<file path="src/hw/fps_defs.svh">
// Offsets, register values, opcodes and timing counts of the flash sequencer
`ifndef FPS_DEFS_SVH
`define FPS_DEFS_SVH
// Controller register offsets
`define FPS_OFF_CTRL      7'h60
`define FPS_OFF_TXD       7'h68
`define FPS_OFF_RXD       7'h6C
`define FPS_OFF_SSEL      7'h70
// Control register values: start (inhibit plus queue resets), run, stop
`define FPS_CTRL_START    32'h0000_01E6
`define FPS_CTRL_RUN      32'h0000_0086
`define FPS_CTRL_STOP     32'h0000_0186
// Slave select values
`define FPS_SSEL_ON       32'h0000_0000
`define FPS_SSEL_OFF      32'h0000_0001
// Flash opcodes and filler
`define FPS_OP_WREN       8'h06
`define FPS_OP_SECT       8'hD8
`define FPS_OP_PROG       8'h02
`define FPS_OP_READ       8'h03
`define FPS_DUMMY         8'hFF
// Bytes echoed for opcode and 24-bit address
`define FPS_HDR_BYTES     8'h04
// Status codes
`define FPS_ST_BUSY       2'b00
`define FPS_ST_PASS       2'b01
`define FPS_ST_FAIL       2'b10
`define FPS_ST_HANG       2'b11
// Step timeout
`define FPS_CLK_MHZ       250
`define FPS_TIMEOUT_NS    10000
`define FPS_TIMEOUT_CYC   ((`FPS_TIMEOUT_NS * `FPS_CLK_MHZ) / 1000)
`endif

</file>
<file path="src/hw/fps_pkg.sv">
// Types of the flash sequencer
package fps_pkg;
  typedef enum logic [7:0] {
    FPS_IDLE   = 8'b0000_0001,
    FPS_WEN_A  = 8'b0000_0010,
    FPS_ERASE  = 8'b0000_0100,
    FPS_WEN_B  = 8'b0000_1000,
    FPS_PROG   = 8'b0001_0000,
    FPS_READ   = 8'b0010_0000,
    FPS_FETCH  = 8'b0100_0000,
    FPS_FINISH = 8'b1000_0000
  } fps_phase_t;

  typedef enum logic [1:0] {
    FPS_K_NONE  = 2'h0,
    FPS_K_WRITE = 2'h1,
    FPS_K_READ  = 2'h2,
    FPS_K_WAIT  = 2'h3
  } fps_kind_t;

  typedef struct packed {
    fps_kind_t   kind;
    logic [6:0]  addr;
    logic [31:0] data;
    logic        last;
  } fps_step_t;
endpackage : fps_pkg

</file>
<file path="src/hw/fps_fifo_if.sv">
// Valid/ready carrier between sequencer and its byte FIFO
`timescale 1ns/1ns
interface fps_fifo_if #(parameter int W = 8);
  logic         push_valid;
  logic         push_ready;
  logic [W-1:0] push_data;
  logic         pop_valid;
  logic         pop_ready;
  logic [W-1:0] pop_data;
  modport user (output push_valid, push_data, pop_ready,
                input  push_ready, pop_valid, pop_data);
  modport fifo (input  push_valid, push_data, pop_ready,
                output push_ready, pop_valid, pop_data);
endinterface : fps_fifo_if

</file>
<file path="src/hw/fps_fifo.sv">
// Parameterised FIFO holding read-back bytes
`timescale 1ns/1ns
module fps_fifo #(
  parameter int W = 8,
  parameter int D = 16
) (
  input wire logic sys_clk, // System clock
  input wire logic rstn,    // Async reset, active low
  fps_fifo_if.fifo q        // Push and pop sides
);
  localparam int AW = $clog2(D);
  localparam int CW = $clog2(D + 1);

  logic [W-1:0]  mem [D];
  logic [W-1:0]  out_data;
  logic          out_valid;
  logic [AW-1:0] wr_ptr;
  logic [AW-1:0] rd_ptr;
  logic [CW-1:0] count;
  logic          do_push;
  logic          do_pop;
  logic          do_load;

  // Honest full and empty; head word is served from a register
  assign q.push_ready = (count != CW'(D));
  assign q.pop_valid  = out_valid;
  assign q.pop_data   = out_data;
  assign do_push      = q.push_valid & q.push_ready;
  assign do_pop       = out_valid & q.pop_ready;
  assign do_load      = (count != '0) & (!out_valid | do_pop);

  // Storage and registered head word
  always_ff @(posedge sys_clk) begin
    if (do_push) begin
      mem[wr_ptr] <= q.push_data;
    end
    if (do_load) begin
      out_data <= mem[rd_ptr];
    end
  end

  // Pointers with wrap at depth
  always_ff @(posedge sys_clk or negedge rstn) begin
    if (!rstn) begin
      wr_ptr    <= '0;
      rd_ptr    <= '0;
      count     <= '0;
      out_valid <= 1'b0;
    end else begin
      if (do_push) begin
        wr_ptr <= (wr_ptr == AW'(D - 1)) ? '0 : wr_ptr + 1'b1;
      end
      if (do_load) begin
        rd_ptr <= (rd_ptr == AW'(D - 1)) ? '0 : rd_ptr + 1'b1;
      end
      if (do_load) begin
        out_valid <= 1'b1;
      end else if (do_pop) begin
        out_valid <= 1'b0;
      end
      count <= count + CW'(do_push) - CW'(do_load);
    end
  end
endmodule : fps_fifo

</file>
<file path="src/hw/fps_sequencer.sv">
// Flash erase/program/read sequencer driving a SPI controller's registers
//
// Behaviour
// [RL1] Write enable precedes every modifying command
// [RL2] 24-bit addresses, single slave only
// [RL3] Write enable starts with control 0x1E6
// [RL4] Opcode queued before slave select
// [RL5] Select slave with 0x00 before unmasking
// [RL6] Clearing master inhibit starts the shift
// [RL7] Deselect slave with 0x01 after transfer
// [RL8] Each sequence ends re-setting master inhibit
// [RL9] Erase, program, read reset both queues
// [RL10] Erase: opcode then sector or base address
// [RL11] Program: opcode, address, payload within depth
// [RL12] Read: one dummy byte per returned byte
// [RL13] Fetch received bytes after deselect and inhibit
// [RL14] Status low bits: pass, fail, hang
// [RL15] Status bits 9:2 hold stopping index
// [RL16] Done high when check finishes
// [RL17] Wait for empty queue before deselect
// [RL18] Step timeout declares hang, index frozen
`timescale 1ns/1ns
`include "fps_defs.svh"
module fps_sequencer import fps_pkg::*; #(
  parameter int          PLEN        = 4,
  parameter int          FIFO_DEPTH  = 16,
  parameter logic [23:0] FLASH_ADDR  = 24'h00_1000,
  parameter logic [23:0] FLASH_BASE  = 24'h00_0000,
  parameter logic        BULK        = 1'b0,
  parameter logic [7:0]  BULK_OPCODE = 8'hC7,
  parameter logic [7:0]  PAT_SEED    = 8'hA5,
  parameter int          TIMEOUT_CYC = `FPS_TIMEOUT_CYC
) (
  input  wire logic        sys_clk,   // System clock
  input  wire logic        rstn,      // Async reset, active low
  input  wire logic        start,     // Start whole check run
  output logic             reg_req,   // Register access request
  output logic             reg_we,    // 1 write, 0 read
  output logic [6:0]       reg_addr,  // Register offset
  output logic [31:0]      reg_wdata, // Write data
  input  wire logic        reg_ack,   // Access complete
  input  wire logic [31:0] reg_rdata, // Read data, valid with ack
  input  wire logic        tx_empty,  // Controller transmit queue empty
  input  wire logic        xfer_done, // Controller transfer finished
  output logic [9:0]       status,    // Index and result code
  output logic             done       // Check run finished
);
  localparam int CHW = $clog2(PLEN + 1);

  fps_phase_t phase;
  fps_phase_t next_phase;
  fps_step_t  cur;
  logic [7:0] pos;
  logic [15:0] tmo;
  logic [CHW-1:0] chk_cnt;
  logic       hang;
  logic       bad;
  logic       running;
  logic       step_ok;
  logic       issue;

  fps_fifo_if #(.W(8)) rxq ();

  fps_fifo #(.W(8), .D(FIFO_DEPTH)) u_rxq (
    .sys_clk (sys_clk),
    .rstn    (rstn),
    .q       (rxq.fifo)
  );

  // Expected payload byte
  function automatic logic [7:0] pattern(input logic [7:0] i);
    pattern = PAT_SEED ^ i;
  endfunction : pattern

  // Micro step of one controller transfer at position p
  function automatic fps_step_t xfer_step(input logic [7:0]  p,
                                          input logic [7:0]  op,
                                          input logic        addr_on,
                                          input logic [7:0]  n,
                                          input logic        dummy,
                                          input logic [23:0] fa);
    fps_step_t  s;
    logic [7:0] base;
    logic [7:0] tail;
    s    = '{kind: FPS_K_WRITE, addr: `FPS_OFF_TXD, data: '0, last: 1'b0};
    base = addr_on ? 8'h05 : 8'h02;
    tail = p - base - n;
    if (p == 8'h00) begin
      s.addr = `FPS_OFF_CTRL;
      s.data = `FPS_CTRL_START; // RL3 RL9
    end else if (p == 8'h01) begin
      s.data = {24'h00_0000, op}; // RL4 RL10
    end else if (p < base) begin
      s.data = {24'h00_0000, fa[8'd23 - (p - 8'h02) * 8'd8 -: 8]}; // RL2 RL10
    end else if (p < base + n) begin
      s.data = {24'h00_0000, dummy ? `FPS_DUMMY : pattern(p - base)}; // RL11 RL12
    end else begin
      unique case (tail)
        8'h00: begin
          s.addr = `FPS_OFF_SSEL;
          s.data = `FPS_SSEL_ON; // RL5
        end
        8'h01: begin
          s.addr = `FPS_OFF_CTRL;
          s.data = `FPS_CTRL_RUN; // RL6
        end
        8'h02: s.kind = FPS_K_WAIT; // RL17
        8'h03: begin
          s.addr = `FPS_OFF_SSEL;
          s.data = `FPS_SSEL_OFF; // RL7
        end
        default: begin
          s.addr = `FPS_OFF_CTRL;
          s.data = `FPS_CTRL_STOP; // RL8
          s.last = 1'b1;
        end
      endcase
    end
    xfer_step = s;
  endfunction : xfer_step

  // Decode current step from phase and position
  always_comb begin
    cur = '{kind: FPS_K_NONE, addr: '0, data: '0, last: 1'b0};
    unique case (phase)
      FPS_WEN_A, FPS_WEN_B: cur = xfer_step(pos, `FPS_OP_WREN, 1'b0, 8'h00, 1'b0, 24'h0);
      FPS_ERASE: cur = xfer_step(pos, BULK ? BULK_OPCODE : `FPS_OP_SECT, 1'b1, 8'h00,
                                 1'b0, BULK ? FLASH_BASE : FLASH_ADDR); // RL10
      FPS_PROG:  cur = xfer_step(pos, `FPS_OP_PROG, 1'b1, 8'(PLEN), 1'b0, FLASH_ADDR);
      FPS_READ:  cur = xfer_step(pos, `FPS_OP_READ, 1'b1, 8'(PLEN), 1'b1, FLASH_ADDR);
      FPS_FETCH: begin
        cur.kind = FPS_K_READ; // RL13
        cur.addr = `FPS_OFF_RXD;
        cur.last = (pos == `FPS_HDR_BYTES + 8'(PLEN) - 8'h01);
      end
      FPS_IDLE, FPS_FINISH: cur = '{kind: FPS_K_NONE, addr: '0, data: '0, last: 1'b0};
    endcase
  end

  // Phase order, write enable before erase and program
  always_comb begin
    unique case (phase)
      FPS_IDLE:   next_phase = FPS_WEN_A;
      FPS_WEN_A:  next_phase = FPS_ERASE; // RL1
      FPS_ERASE:  next_phase = FPS_WEN_B;
      FPS_WEN_B:  next_phase = FPS_PROG; // RL1
      FPS_PROG:   next_phase = FPS_READ;
      FPS_READ:   next_phase = FPS_FETCH;
      FPS_FETCH:  next_phase = FPS_FINISH;
      FPS_FINISH: next_phase = FPS_FINISH;
    endcase
  end

  // Step completion and issue
  assign running = (phase != FPS_IDLE) && (phase != FPS_FINISH) && !hang;
  assign step_ok = running && ((cur.kind == FPS_K_WAIT && tx_empty && xfer_done) ||
                               (reg_req && reg_ack)); // RL6 RL17
  assign issue   = running && !reg_req &&
                   (cur.kind == FPS_K_WRITE || (cur.kind == FPS_K_READ && rxq.push_ready));

  // Captured payload bytes into FIFO, header echoes dropped
  assign rxq.push_valid = step_ok && (phase == FPS_FETCH) && (pos >= `FPS_HDR_BYTES); // RL13
  assign rxq.push_data  = reg_rdata[7:0];
  assign rxq.pop_ready  = !hang && (phase != FPS_IDLE);

  // Register request
  always_ff @(posedge sys_clk or negedge rstn) begin
    if (!rstn) begin
      reg_req   <= 1'b0;
      reg_we    <= 1'b0;
      reg_addr  <= '0;
      reg_wdata <= '0;
    end else if (reg_req && (reg_ack || hang)) begin
      reg_req <= 1'b0;
    end else if (issue) begin
      reg_req   <= 1'b1;
      reg_we    <= (cur.kind == FPS_K_WRITE);
      reg_addr  <= cur.addr;
      reg_wdata <= cur.data;
    end
  end

  // Phase and position
  always_ff @(posedge sys_clk or negedge rstn) begin
    if (!rstn) begin
      phase <= FPS_IDLE;
      pos   <= '0;
    end else if (start && !running) begin
      phase <= FPS_WEN_A;
      pos   <= '0;
    end else if (step_ok) begin
      pos   <= cur.last ? 8'h00 : pos + 8'h01;
      phase <= cur.last ? next_phase : phase;
    end
  end

  // Step timeout
  always_ff @(posedge sys_clk or negedge rstn) begin
    if (!rstn) begin
      tmo  <= '0;
      hang <= 1'b0;
    end else if (start && !running) begin
      tmo  <= '0;
      hang <= 1'b0;
    end else if (!running || step_ok) begin
      tmo <= '0;
    end else if (tmo == 16'(TIMEOUT_CYC - 1)) begin
      hang <= 1'b1; // RL18
    end else begin
      tmo <= tmo + 16'h0001;
    end
  end

  // Compare read-back bytes
  always_ff @(posedge sys_clk or negedge rstn) begin
    if (!rstn) begin
      chk_cnt <= '0;
      bad     <= 1'b0;
    end else if (start && !running) begin
      chk_cnt <= '0;
      bad     <= 1'b0;
    end else if (rxq.pop_valid && rxq.pop_ready) begin
      chk_cnt <= chk_cnt + 1'b1;
      if (rxq.pop_data != pattern(8'(chk_cnt))) begin
        bad <= 1'b1; // RL14
      end
    end
  end

  // Status word and completion flag
  always_ff @(posedge sys_clk or negedge rstn) begin
    if (!rstn) begin
      status <= '0;
      done   <= 1'b0;
    end else if (start && !running) begin
      status <= {8'h00, `FPS_ST_BUSY};
      done   <= 1'b0;
    end else if (hang) begin
      status[1:0] <= `FPS_ST_HANG; // RL14 RL18
    end else if (step_ok) begin
      status[9:2] <= status[9:2] + 8'h01; // RL15
    end else if (phase == FPS_FINISH && !done && chk_cnt == CHW'(PLEN)) begin
      status[1:0] <= bad ? `FPS_ST_FAIL : `FPS_ST_PASS; // RL14
      done        <= 1'b1; // RL16
    end
  end
endmodule : fps_sequencer

</file>
<file path="config.mk">
export PLATFORM = sky130hd
export DESIGN_NAME = fps_sequencer
export DESIGN_NICKNAME = d
export VERILOG_FILES = /design/src/hw/fps_pkg.sv /design/src/hw/fps_fifo_if.sv /design/src/hw/fps_fifo.sv /design/src/hw/fps_sequencer.sv
export VERILOG_INCLUDE_DIRS = /design/src /design/src/hw
export SDC_FILE = /design/constraint.sdc
export NUM_CORES = 1
export LEC_CHECK = 0
export BUFFER_PORTS_ARGS = -buffer_cell sky130_fd_sc_hd__buf_2
export CAP_MARGIN = 25
export CELL_PAD_IN_SITES_DETAIL_PLACEMENT = 1
export CELL_PAD_IN_SITES_GLOBAL_PLACEMENT = 2
export CORE_ASPECT_RATIO = 0.7
export CORE_MARGIN = 2
export CORE_UTILIZATION = 44
export CTS_CLUSTER_SIZE = 30
export DETAILED_ROUTE_END_ITERATION = 6
export PLACE_DENSITY = 0.86
export SLEW_MARGIN = 20
export SYNTH_ARGS = -nofsm -noshare
export SYNTH_HDL_FRONTEND = slang
export SYNTH_SLANG_ARGS = --single-unit
</file>
<file path="constraint.sdc">
create_clock -name sys_clk -period 5.5 [get_ports sys_clk]
set_input_delay 0.825 -clock sys_clk [delete_from_list [all_inputs] [get_ports sys_clk]]
set_output_delay 0.825 -clock sys_clk [all_outputs]
set_load 0.03 [all_outputs]
</file>
## Word level (Yosys, flattened, before mapping)

Memories as Yosys holds them, arrays and structs flattened. A register that Yosys moved wholly into a read port is not among the register bits.
Index checks and enable logic that the tools add are counted.

| word-level totals | value |
|---|---|
| output and inout port bits | 52 |
| memory bits (read-only) | 0 |
| memories kept | 1 |
| latch bits | 0 |
| flip-flop bits (word level) | 103 |
| memory bits (writable) | 128 |

Memories:

| memory | depth | width | rd ports | clocked after Yosys merged registers in | wr ports | line | text |
|---|---|---|---|---|---|---|---|
| u_rxq.mem | 16 | 8 | 1 | 1 | 1 | fps_fifo.sv:14 | `logic [W-1:0] mem [D];` |

| operators by class | value |
|---|---|
| magnitude comparators | 4 |
| add/sub/neg operators | 12 |
| mux-type cells | 83 |
| multiply operators | 0 |
| equal/unequal tests | 35 |
| shift-type cells | 2 |
| reductions and logical operators | 54 |
| div/mod/pow operators | 0 |
| bitwise operators | 7 |

Operators with widths:

| cell | number |
|---|---|
| $pmux W37 S4 | 3 |
| $mux W32 | 10 |
| $mux W39 | 4 |
| $pmux W32 S4 | 1 |
| $mux W8 | 8 |
| $mux W9 | 7 |
| $shiftx A31 B9 Y8 const A | 2 |
| $eq A8 B2 Y1 const B | 7 |
| $pmux W8 S7 | 1 |
| $pmux W9 S6 | 1 |
| $mux W16 | 3 |
| $eq A8 B1 Y1 const B | 5 |
| $logic_not A8 Y1 | 4 |
| $mux W1 | 29 |
| $mux W2 | 10 |
| $logic_and A1 B1 Y1 | 17 |
| $add A16 B1 Y16 const B | 1 |
| $add A8 B1 Y8 const B | 2 |
| $eq A16 B12 Y1 const B | 1 |
| $eq A8 B3 Y1 const B | 2 |
| $reduce_bool A2 Y1 | 8 |
| $sub A8 B3 Y8 const B | 2 |
| $reduce_and A2 Y1 | 6 |
| $reduce_or A4 Y1 | 3 |
| 42 further kinds | 60 |

## Depth between registers and ports, before layout

Gate-level depths: netlist of the first run.

| logic depth | value |
|---|---|
| word-level depth | 19 |
| mapped depth | 16 |
| depth with buffers taken out | 15 |

## By module

A second synthesis of the first run with hierarchy kept.

| second synthesis, totals | value |
|---|---|
| cells, all modules | 830 |
| area total of the unflattened synthesis | 10,515.1 sq um |

By module, submodules not included:

| module | cells each | times used | area an instance (sq um) |
|---|---|---|---|
| fps_fifo | 318 | 1 | 6,042.0 |
| fps_sequencer | 512 | 1 | 4,473.0 |

## Worst setup path before layout of the first run

No wires, ideal clock.

| timing path | value |
|---|---|
| kind | register -> register |
| start point | reg pos[2] |
| end point | mem u_rxq.mem[2][0] (enable) |
| data arrival time | 3.130 ns |
| path buffers | 1 |
| cell stages (with the launch flop) | 11 |
| path slack | 1.972 ns |
| required time | 5.102 ns |
| path through | dfrtp_1 > clkbuf_1 > inv_1 > ha_1 > nor4b_1 > nand4_1 > nor2_1 > o2111ai_1 > a21oi_2 > o211ai_2 > nor4b_1 |

| on the way | value |
|---|---|
| word-level cells in the longest chain between the ends | 19 |
| elaborated cells between the ends (all ways) | 36 |
| classes of those cells | add/sub: 3; order compare: 4; eq/ne: 5; mux: 16; bitwise: 1; reduce/logical: 7 |

Ends and longest elaborated chain:

| element | line | text |
|---|---|---|
| start, declared | fps_sequencer.sv:53 | `logic [7:0] pos;` |
| start signal, assigned | fps_sequencer.sv:192 | `pos <= cur.last ? 8'h00 : pos + 8'h01;` |
| $sub A8 B3 Y8 | n/a |  |
| $sub A8 B3 Y8 | fps_sequencer.sv:87 | `tail = p - base - n;` |
| $eq A8 B2 Y1 | fps_sequencer.sv:98 | `unique case (tail)` |
| $mux W2 | fps_sequencer.sv:98 |  |
| $mux W9 | fps_sequencer.sv:95 | `end else if (p < base + n) begin` |
| $mux W9 | fps_sequencer.sv:93 | `end else if (p < base) begin` |
| $mux W9 | fps_sequencer.sv:91 | `end else if (p == 8'h01) begin` |
| $mux W2 | fps_sequencer.sv:88 | `if (p == 8'h00) begin` |
| (+2 left out) | n/a |  |
| $logic_and A1 B1 Y1 (2 in a row) | fps_sequencer.sv:156 | `assign step_ok = running && ((cur.kind == FPS_K_WAIT && tx_empty && xfer_done) \|\|` |
| $logic_or A1 B1 Y1 | fps_sequencer.sv:156 |  |
| $logic_and A1 B1 Y1 | fps_sequencer.sv:156 |  |
| $logic_and A1 B1 Y1 | fps_sequencer.sv:162 | `` assign rxq.push_valid = step_ok && (phase == FPS_FETCH) && (pos >= `FPS_HDR_BYTES); `` |
| $logic_and A1 B1 Y1 * | fps_sequencer.sv:162 |  |
| $and A1 B1 Y1 * | fps_fifo.sv:28 | `assign do_push = q.push_valid & q.push_ready;` |
| $mux W1 * | fps_fifo.sv:34 | `if (do_push) begin` |
| $mux W1 (implied by the code) * | fps_fifo.sv:35 | `mem[wr_ptr] <= q.push_data;` |
| end, declared | fps_fifo.sv:14 |  |

Every way passes the cells marked *; elsewhere a longest branch is shown, timed or not.

## Final worst setup path of the first run

| timing path | value |
|---|---|
| start point | reg pos[1] |
| end point | reg u_rxq.count[4] |

| on the way | value |
|---|---|
| word-level cells in the longest chain between the ends | 19 |
| elaborated cells between the ends (all ways) | 36 |
| classes of those cells | add/sub: 5; order compare: 4; eq/ne: 5; mux: 14; bitwise: 1; reduce/logical: 7 |

Ends and longest elaborated chain:

| element | line | text |
|---|---|---|
| $sub A8 B3 Y8 | n/a |  |
| $sub A8 B3 Y8 | fps_sequencer.sv:87 |  |
| $eq A8 B2 Y1 | fps_sequencer.sv:98 |  |
| $mux W2 | fps_sequencer.sv:98 |  |
| $mux W9 | fps_sequencer.sv:95 |  |
| $mux W9 | fps_sequencer.sv:93 |  |
| $mux W9 | fps_sequencer.sv:91 |  |
| $mux W2 | fps_sequencer.sv:88 |  |
| (+4 left out) | n/a |  |
| $logic_or A1 B1 Y1 | fps_sequencer.sv:156 |  |
| $logic_and A1 B1 Y1 | fps_sequencer.sv:156 |  |
| $logic_and A1 B1 Y1 | fps_sequencer.sv:162 |  |
| $logic_and A1 B1 Y1 * | fps_sequencer.sv:162 |  |
| $and A1 B1 Y1 * | fps_fifo.sv:28 |  |
| named net u_rxq.do_push | fps_fifo.sv:20 | `logic do_push;` |
| $add A5 B1 Y5 * | fps_fifo.sv:61 | `count <= count + CW'(do_push) - CW'(do_load);` |
| $sub A5 B1 Y5 * | fps_fifo.sv:61 |  |
| end signal, assigned | fps_fifo.sv:61 |  |
| end, declared | fps_fifo.sv:19 | `logic [CW-1:0] count;` |

The timed path passes the listed nets; every way through them passes the cells marked *.
A chain may end at the register's enable or synchronous reset.

==> results of run 1 <==
==> placed cells by master (no fill, tap or decap), types with 6 or more instances in the layout <==
cell type,Yosys,final
xnor2_1,21,21
nand2b_1,13,13
nand4_1,9,9
a21oi_1,39,39
mux4_2,16,16
buf_4,26,9
conb_1,1,25
and2_1,11,11
o21ai_0,39,39
nor3_1,19,19
mux2_2,12,12
nand3_1,27,27
a221oi_1,8,8
o21ai_1,8,8
xor2_1,16,16
edfxtp_1,136,136
buf_2,4,39
nor2b_1,11,11
clkbuf_16,0,23
dfrtp_1,76,75
ha_1,24,24
inv_1,19,19
nor2_1,64,64
and3_1,12,12
a21o_1,6,6
nand2_1,72,72
clkbuf_1,22,7
a22oi_1,8,8
mux2i_1,30,30
==> kinds of logic after synthesis <==
family          after synthesis  share of synthesized area
compound gates              159                      0.102
xor+xnor                     37                     0.0312
fa+ha+maj                    25                     0.0308
buf+inv                      82                     0.0417
flops                       213                      0.578
mux                          60                     0.0787
other cells                   1                   0.000361
simple gates                277                      0.137
==> power groups by stage <==
stage	Sequential (uW)	Combinational (uW)	Clock, uW
floorplan	2210	1670	0
global placement	2280	2180	0
detailed placement	2290	2260	0
CTS	2260	2270	1440
global route	2280	2550	1500
finish	2240	2310	1410
==> metal layers <==
metal | vias up | part of all wire
met4 | 0 | 0.014
met1 | 3603 | 0.50
met2 | 187 | 0.43
met5 | - | 0
li1 | 3181 | -
met3 | 30 | 0.061
==> registers in the layout, indices dropped and copies added, names as in the netlist <==
name	cells
done	1
u_rxq.q.pop_data	8
reg_req	1
u_rxq.wr_ptr	4
hang	1
u_rxq.q.pop_valid	1
pos	8
reg_addr	4
reg_wdata	9
chk_cnt	3
u_rxq.rd_ptr	4
phase	8
bad	1
status	10
u_rxq.count	5
tmo	16
u_rxq.mem	128
reg_we	1
==> stage by stage <==
stage / power, uW / util / std cells
floorplan: 3880 / - / 878
global placement: 4460 / 0.462 / 1182
detailed placement: 4550 / 0.462 / 1182
CTS: 5980 / 0.491 / 1223
global route: 6330 / 0.492 / 1225
finish: 5970 / 0.492 / 1225
==> path summary, 6_finish.rpt <==
| kind | start | to | slack, ps | cells past startpoint |
|---|---|---|---|---|
| hold / removal | rstn | status[7]$_DFFE_PN0P_ | 360 | 1 |
| min in group sys_clk | reg_we$_DFFE_PN0P_ | reg_we$_DFFE_PN0P_ | 480 | 1 |
| hold reg to reg | reg_we$_DFFE_PN0P_ | reg_we$_DFFE_PN0P_ | 480 | 1 |
| setup reg to reg | pos[1]$_DFFE_PN0P_ | u_rxq.count[4]$_DFF_PN0_ | 830 | 15 |
| max in group asynchronous | rstn | u_rxq.rd_ptr[0]$_DFFE_PN0P_ | 4610 | 1 |
| setup / recovery | pos[1]$_DFFE_PN0P_ | u_rxq.count[4]$_DFF_PN0_ | 830 | 15 |
==> worst max-delay path, cell delays in order (launching register included) <==
cell and delay (ps):
dfrtp_1 470, inv_1 300, ha_1 640, nor2b_1 240, nor4_4 480, nor3b_1 130, o211ai_2 290, a21oi_2 120
o211ai_2 560, inv_2 200, ha_1 290, fa_1 420, a21oi_1 160, nor2_1 60, nor2_1 120, xnor2_1 130
==> final cells by class <==
| class | instances | area, sq um | share of cell area |
|---|---|---|---|
| Clock inverter | 11 | 70.1 | 0.00608 |
| Sequential cell | 213 | 6010 | 0.522 |
| Tap cell | 318 | 398 | 0.0345 |
| Multi-Input combinational cell | 583 | 4070 | 0.353 |
| Timing Repair Buffer | 50 | 289 | 0.0251 |
| Clock buffer | 30 | 602 | 0.0523 |
| Inverter | 20 | 75.1 | 0.00652 |
==> flow_summary.toml, run 1 <==
[final_layout]
nets = 954
area_delta_synth_final_pct = 10.7
antennaDiodeCount = 0
fill_cells = 2476
final_area_sq_um = 11500
drive_gt1_frac = 0.150

[sta]
slew_violations = 0
setup_tns_ps = 0
tightestPinTransition_ps = 1050
worst_slack_ps = 829
fmax_mhz = 214
fin_crit_sh = 0.849
fin_crit_ps = 4670
relSlewSlack = 0.298
fin_skew_ps = 13.8
hold_viol = 0
hold_ws_ps = 357
finalSetupViolations = 0
rsz0062_at_grt = "false"

[placement]
dpl-instance-area_sq_um = 10800
dp_hpwl_um = 18500
dpl_worst_slack_ps = 936
port-buffer-count = 40
gp_congestion = 0.846

[cts]
clock_path_buffers = 3
cts.sinks = 213
clock_tree.root_cell = "clkbuf_16"
cts_setup_buffers = 0
h-tree-depth = 1
path_clk_slew_ps = 60
cts_buffers = 23
cts_resized = 0
holdBufCountCts = 0
cts_tree = "built"
clk_latency_ps = 510

[synth]
syn_avg_cell_area_sq_um = 12.2
synth_top_area_cell = "edfxtp_1"
synth_edf_count = 136
ys_types = 78
synthCells = 854
ys_ff_latch = 213
netlist_area_sq_um = 10400
ys_top_cells_by_area = "edfxtp_1 39%, dfrtp_1 18%, mux4_2 3.5%, ha_1 2.9%, mux2i_1 2.9%"
synthArstFlopShare = 0.362
synth.top_cells.by_count = "136 x edfxtp_1, 76 x dfrtp_1, 72 x nand2_1"
synth_top_area_share = 0.393
ys.flop_type = "edfxtp_1"
yosysMostFrequentCell = "edfxtp_1"
yosysSeqAreaShare = 0.578
synth_warnings = 0

[worst_setup_path]
crit_required_ps = 5930
crit_type = "reg2reg"
startpoint_type = "flip-flop"
cp_data_arrival_time_ps = 5110
end_kind = "flip-flop"
critPathMaxFanout = 17

[global_route]
grt_pass1_wl_um = 42500
grt_max_degree = 78
antenna_found_initial = 0
grt_use_met3 = 0.0483
grt_pass1_vias = 7073
overflow = 0
use_met1 = 0.339
busiest_layer = "met1"
grt.met2_usage = 0.321
grt.total_usage = 0.219

[floorplanning]
initial_utilization = 0.444
die_w_um = 188
fp-row-count = 47
core_sq_um = 23400
die-area_sq_um = 24900
die_height_um = 133
pin_count = 90

[route]
detail-route-antenna-nets = 0
firstDrtPassIters = 5
via_per_inst = 5.72
wl_um = 26900
drtIter0Drc = 636
wl_per_cell_um = 22.0
vias = 7001
drc_errors = 0

[power]
swShare = 0.402
power_frac_comb = 0.387
p_clk_frac = 0.237
p_per_area_nw_per_um2 = 518
p_int_uw = 3570
pwr-share-seq = 0.376
ir_drop_mv = 0.225
p_leak_uw = 0.00451
netSwitchingPower_uw = 2400

[run]
drv_cap = 0

[run_status]
outcome = "finished, final reports clean"

[worst_hold_path]
hold_class = "in2async"
Note: power is estimated with default switching activity, not from simulation.
==> inputs of run 2 (changes only) <==
CORE_UTILIZATION = 41   (was 44)
PLACE_DENSITY = 0.81   (was 0.86)
clock period = 4.4 ns   (was 5.5 ns; I/O delays follow)
==> flow_summary.toml, run 2 (synthesized netlist as in run 1, its figures left out) <==
[global_route]
grt.total_usage = 0.201
grt_pass1_vias = 7008
overflow = 0
grt_pass1_wl_um = 41300
grt_max_degree = 47
antenna_found_initial = 0

[sta]
worst_slack_ps = 420
setup_tns_ps = 0
fin_crit_ps = 3980
finalSetupViolations = 0
hold_viol = 0
relSlewSlack = 0.455
fin_skew_ps = 10.6
fin_crit_sh = 0.904
hold_ws_ps = 184
rsz0062_at_grt = "false"
fmax_mhz = 251
tightestPinTransition_ps = 817
slew_violations = 0

[power]
p_per_area_nw_per_um2 = 664
ir_drop_mv = 0.261
p_leak_uw = 0.00463

[cts]
cts_buffers = 23
cts.sinks = 213
cts_tree = "built"
holdBufCountCts = 0
cts_resized = 0
cts_setup_buffers = 0
h-tree-depth = 1
clock_tree.root_cell = "clkbuf_16"
path_clk_slew_ps = 70
clk_latency_ps = 510
clock_path_buffers = 3

[final_layout]
stdcell_count = 1246
top_register = "u_rxq.mem"
layout_common_cells = "136 x edfxtp_1, 75 x dfrtp_1, 72 x nand2_1"
nets = 968
largest_reg_flops = 128
reg_top3 = "u_rxq.mem (128), tmo (16), status (10)"
drive_gt1_frac = 0.167
antennaDiodeCount = 0
final_util = 0.475
mostFrequentLayoutCell = "edfxtp_1"
area_delta_synth_final_pct = 13.3

[worst_setup_path]
startpoint_type = "flip-flop"
path_cells = "inv_1, ha_1, nor2b_1, nor4_4, nor3b_1, o211ai_2, a21oi_2, o211ai_2, inv_2, ha_1, fa_1, a21oi_1, nor2_1, nor2_1, xnor2_1"
cpPeakStageDelay_ps = 490
cp_num_buf_inv = 2
cp_data_arrival_time_ps = 4410
end_kind = "flip-flop"
crit_required_ps = 4830
crit_type = "reg2reg"
slowest_stage = "dfrtp_1"
critPathMaxFanout = 9
cp_top_family = "adder cells"

[worst_hold_path]
hold_class = "in2async"

[floorplanning]
die_height_um = 137
core_sq_um = 24800
pin_count = 90
initial_utilization = 0.419
die-area_sq_um = 26700
die_w_um = 194
fp-row-count = 48

[placement]
dpl_worst_slack_ps = 461
port-buffer-count = 40
dp.cells = 1205
gp_congestion = 0.843
dp_hpwl_um = 18200

[route]
wl_um = 26000
wl_per_cell_um = 20.9
detail-route-antenna-nets = 0
firstDrtPassIters = 7
drc_errors = 3
via_per_inst = 5.51
drtIter0Drc = 525
vias = 6868

[run]
drv_cap = 0

[run_status]
outcome = "complete, but fails checks"
violations = "design-rule violations"
==> run 2: cell count changes in the layout (fill, tap and decap cells not counted), moves of 2 or more <==
cell and change:
buf_4 +15, inv_6 -2, clkinv_2 -4, clkbuf_1 -5, clkinvlp_2 +2, bufinv_16 +6, clkinvlp_4 +2
==> run 2: per-stage QoR <==
stage / power [uW] / instance area (sq um)
after detailed placement: 5730 / 11000
after CTS: 7860 / 11800
final: 7820 / 11800
after global placement: 5660 / 11000
after floorplan: 4850 / 10500
after global routing: 8290 / 11800
==> run 2: path summary, 6_finish.rpt <==
path | slack, ps | to | cells past startpoint | from
setup / recovery | 420 | u_rxq.count[4]$_DFF_PN0_ | 15 | pos[1]$_DFFE_PN0P_
hold / removal | 180 | pos[7]$_DFFE_PN0P_ | 1 | rstn
setup reg to reg | 420 | u_rxq.count[4]$_DFF_PN0_ | 15 | pos[1]$_DFFE_PN0P_
hold reg to reg | 470 | reg_wdata[0]$_DFFE_PN0P_ | 1 | reg_wdata[0]$_DFFE_PN0P_
max in group asynchronous | 3340 | chk_cnt[2]$_DFFE_PN0P_ | 2 | rstn
min in group sys_clk | 420 | reg_req$_DFFE_PN0P_ | 4 | reg_ack
==> run 2: worst register-to-register path, stage by stage, from the launching register on <==
cell and delay [ps]:
dfrtp_1 490, inv_1 280, ha_1 400, nor2b_1 170, nor4_4 460, nor3b_1 120
o211ai_2 360, a21oi_2 120, o211ai_2 220, inv_2 120, ha_1 250, fa_1 420
a21oi_1 160, nor2_1 70, nor2_1 110, xnor2_1 130
==> run 2: layout make-up <==
cell class	instances	area (sq um)
fill	2566	13000
sequential	213	6010
timing repair buffer	64	395
inverter	20	75.1
clock buffer	25	583
clock inverter	16	241
tap	325	407
multi-input combinational	583	4070
==> run 2: power breakdown <==
part           total [uW]  switching, uW  internal, uW
sequential           2770            369          2400
combinational        2940           1810          1130
clock                2110            797          1310
==> run 2: routing by layer <==
metal	vias up	global-route usage	part of all wire
met5	-	0	0
met4	0	0.0368	0.014
met3	29	0.0308	0.047
met2	134	0.298	0.42
met1	3478	0.312	0.52
li1	3227	-	-
==> inputs of run 3 (changes only) <==
==> constraint.sdc (replaced) <==
create_clock -name sys_clk -period 4.4 [get_ports sys_clk]
set_input_delay 0.88 -clock sys_clk [delete_from_list [all_inputs] [get_ports sys_clk]]
set_output_delay 0.88 -clock sys_clk [all_outputs]
set_load 0.03 [all_outputs]
==> flow_summary.toml, run 3 (synthesized netlist as in run 1, its figures left out) <==
[global_route]
antenna_found_initial = 0
grt.total_usage = 0.199
overflow = 0
grt_max_degree = 50
grt_pass1_vias = 6919
grt_pass1_wl_um = 41100

[final_layout]
largest_reg_flops = 128
fill_cells = 2588
drive_gt1_frac = 0.165
mostFrequentLayoutCell = "edfxtp_1"
reg_top3 = "u_rxq.mem (128), tmo (16), status (10)"
nets = 968
area_delta_synth_final_pct = 12.1
layout_common_cells = "136 x edfxtp_1, 75 x dfrtp_1, 72 x nand2_1"
top_register = "u_rxq.mem"
final_util = 0.470
antennaDiodeCount = 0
final_area_sq_um = 11700
stdcell_count = 1246

[placement]
dpl_worst_slack_ps = 496
dp_hpwl_um = 18400
port-buffer-count = 40
dpl-instance-area_sq_um = 11000
gp_congestion = 0.874
dp.cells = 1206

[route]
firstDrtPassIters = 7
wl_per_cell_um = 21.0
vias = 6961
detail-route-antenna-nets = 0
drc_errors = 4
via_per_inst = 5.59
drtIter0Drc = 501
wl_um = 26100

[worst_setup_path]
crit_type = "reg2reg"
r2r-end = "u_rxq.count[4]$_DFF_PN0_"
startpoint_type = "flip-flop"
cp_data_arrival_time_ps = 4370
cpPeakStageDelay_ps = 480
cp_num_buf_inv = 2
crit_end = "u_rxq.count[4]$_DFF_PN0_"
crit_required_ps = 4830
cp_top_family = "adder cells"
end_kind = "flip-flop"
path_cells = "inv_1, ha_1, nor2b_1, nor4_4, nor3b_1, o211ai_2, a21oi_2, o211ai_2, inv_2, ha_1, fa_1, a21oi_1, nor2_1, nor2_1, xnor2_1"
critPathMaxFanout = 9
cp_num_cells = 15
r2r-start = "pos[1]$_DFFE_PN0P_"
ff2ff_path_depth = 15
r2r_slack_ps = 460
slowest_stage = "dfrtp_1"
critical_path.startpoint = "pos[1]$_DFFE_PN0P_"

[floorplanning]
die_height_um = 137
initial_utilization = 0.419
die_w_um = 194
core_sq_um = 24800
fp-row-count = 48
die-area_sq_um = 26700
pin_count = 90

[sta]
relSlewSlack = 0.422
fin_crit_ps = 3940
fmax_mhz = 254
fin_crit_sh = 0.895
slew_violations = 0
worst_slack_ps = 462
rsz0062_at_grt = "false"
tightestPinTransition_ps = 867
fin_skew_ps = 9.59
hold_viol = 0
setup_tns_ps = 0
finalSetupViolations = 0

[power]
ir_drop_mv = 0.267
p_leak_uw = 0.00459
swShare = 0.392
pwr-share-seq = 0.367
p_int_uw = 4570
p_clk_frac = 0.241
netSwitchingPower_uw = 2950
power_frac_comb = 0.391
p_per_area_nw_per_um2 = 645

[cts]
clock_tree.root_cell = "clkbuf_16"
cts_buffers = 22
cts_setup_buffers = 0
clock_path_buffers = 3
cts_resized = 0
holdBufCountCts = 0
clk_latency_ps = 510
cts_tree = "built"
path_clk_slew_ps = 70
cts.sinks = 213
h-tree-depth = 1

[worst_hold_path]
hold_class = "in2async"

[run_status]
violations = "design-rule violations"
outcome = "complete, but fails checks"

[run]
drv_cap = 0
==> run 3: power groups by stage <==
stage                     registers, uW  clock network (uW)  logic (uW)
after floorplan                    2760                   0        2090
after global placement             2790                   0        2870
after detailed placement           2800                   0        2930
after CTS                          2760                1860        2940
after global routing               2820                1930        3240
final                              2760                1820        2940
==> run 3: final cells by class <==
cell class,count,area [sq um],share of cell area
inverters,20,75.1,0.00644
clock buffers,29,608,0.0522
clock inverters,11,93.8,0.00805
well taps,325,407,0.0349
flip-flops and latches,213,6010,0.516
repair buffers,65,390,0.0335
multi-input cells,583,4070,0.349
==> run 3: worst min-delay path by stage <==
stage                                  start                             to  slack (ps)  depth (start not counted)
floorplan           u_rxq.count[0]$_DFF_PN0_  u_rxq.q.pop_valid$_DFFE_PN0P_         460                          2
global placement          reg_we$_DFFE_PN0P_             reg_we$_DFFE_PN0P_         460                          1
detailed placement  reg_wdata[6]$_DFFE_PN0P_       reg_wdata[6]$_DFFE_PN0P_         470                          2
CTS                                     rstn        reg_addr[4]$_DFFE_PN0P_         420                          1
global route                            rstn        reg_addr[4]$_DFFE_PN0P_         430                          1
finish                                  rstn        reg_addr[4]$_DFFE_PN0P_         390                          1
==> run 3: layer usage <==
metal / vias to the layer above / track usage / wire, um
met5: - / 0 / 0
met4: 0 / 0.0363 / 379
met3: 26 / 0.0308 / 1220
met2: 153 / 0.300 / 11200
met1: 3554 / 0.306 / 13300
li1: 3228 / - / -
==> run 3: stage by stage <==
stage	total power [uW]	hold WS (ps)
2_1_floorplan	4850	461
3_3_place_gp	5660	459
3_5_place_dp	5730	471
4_1_cts	7570	421
5_1_grt	7980	426
6_report	7520	388
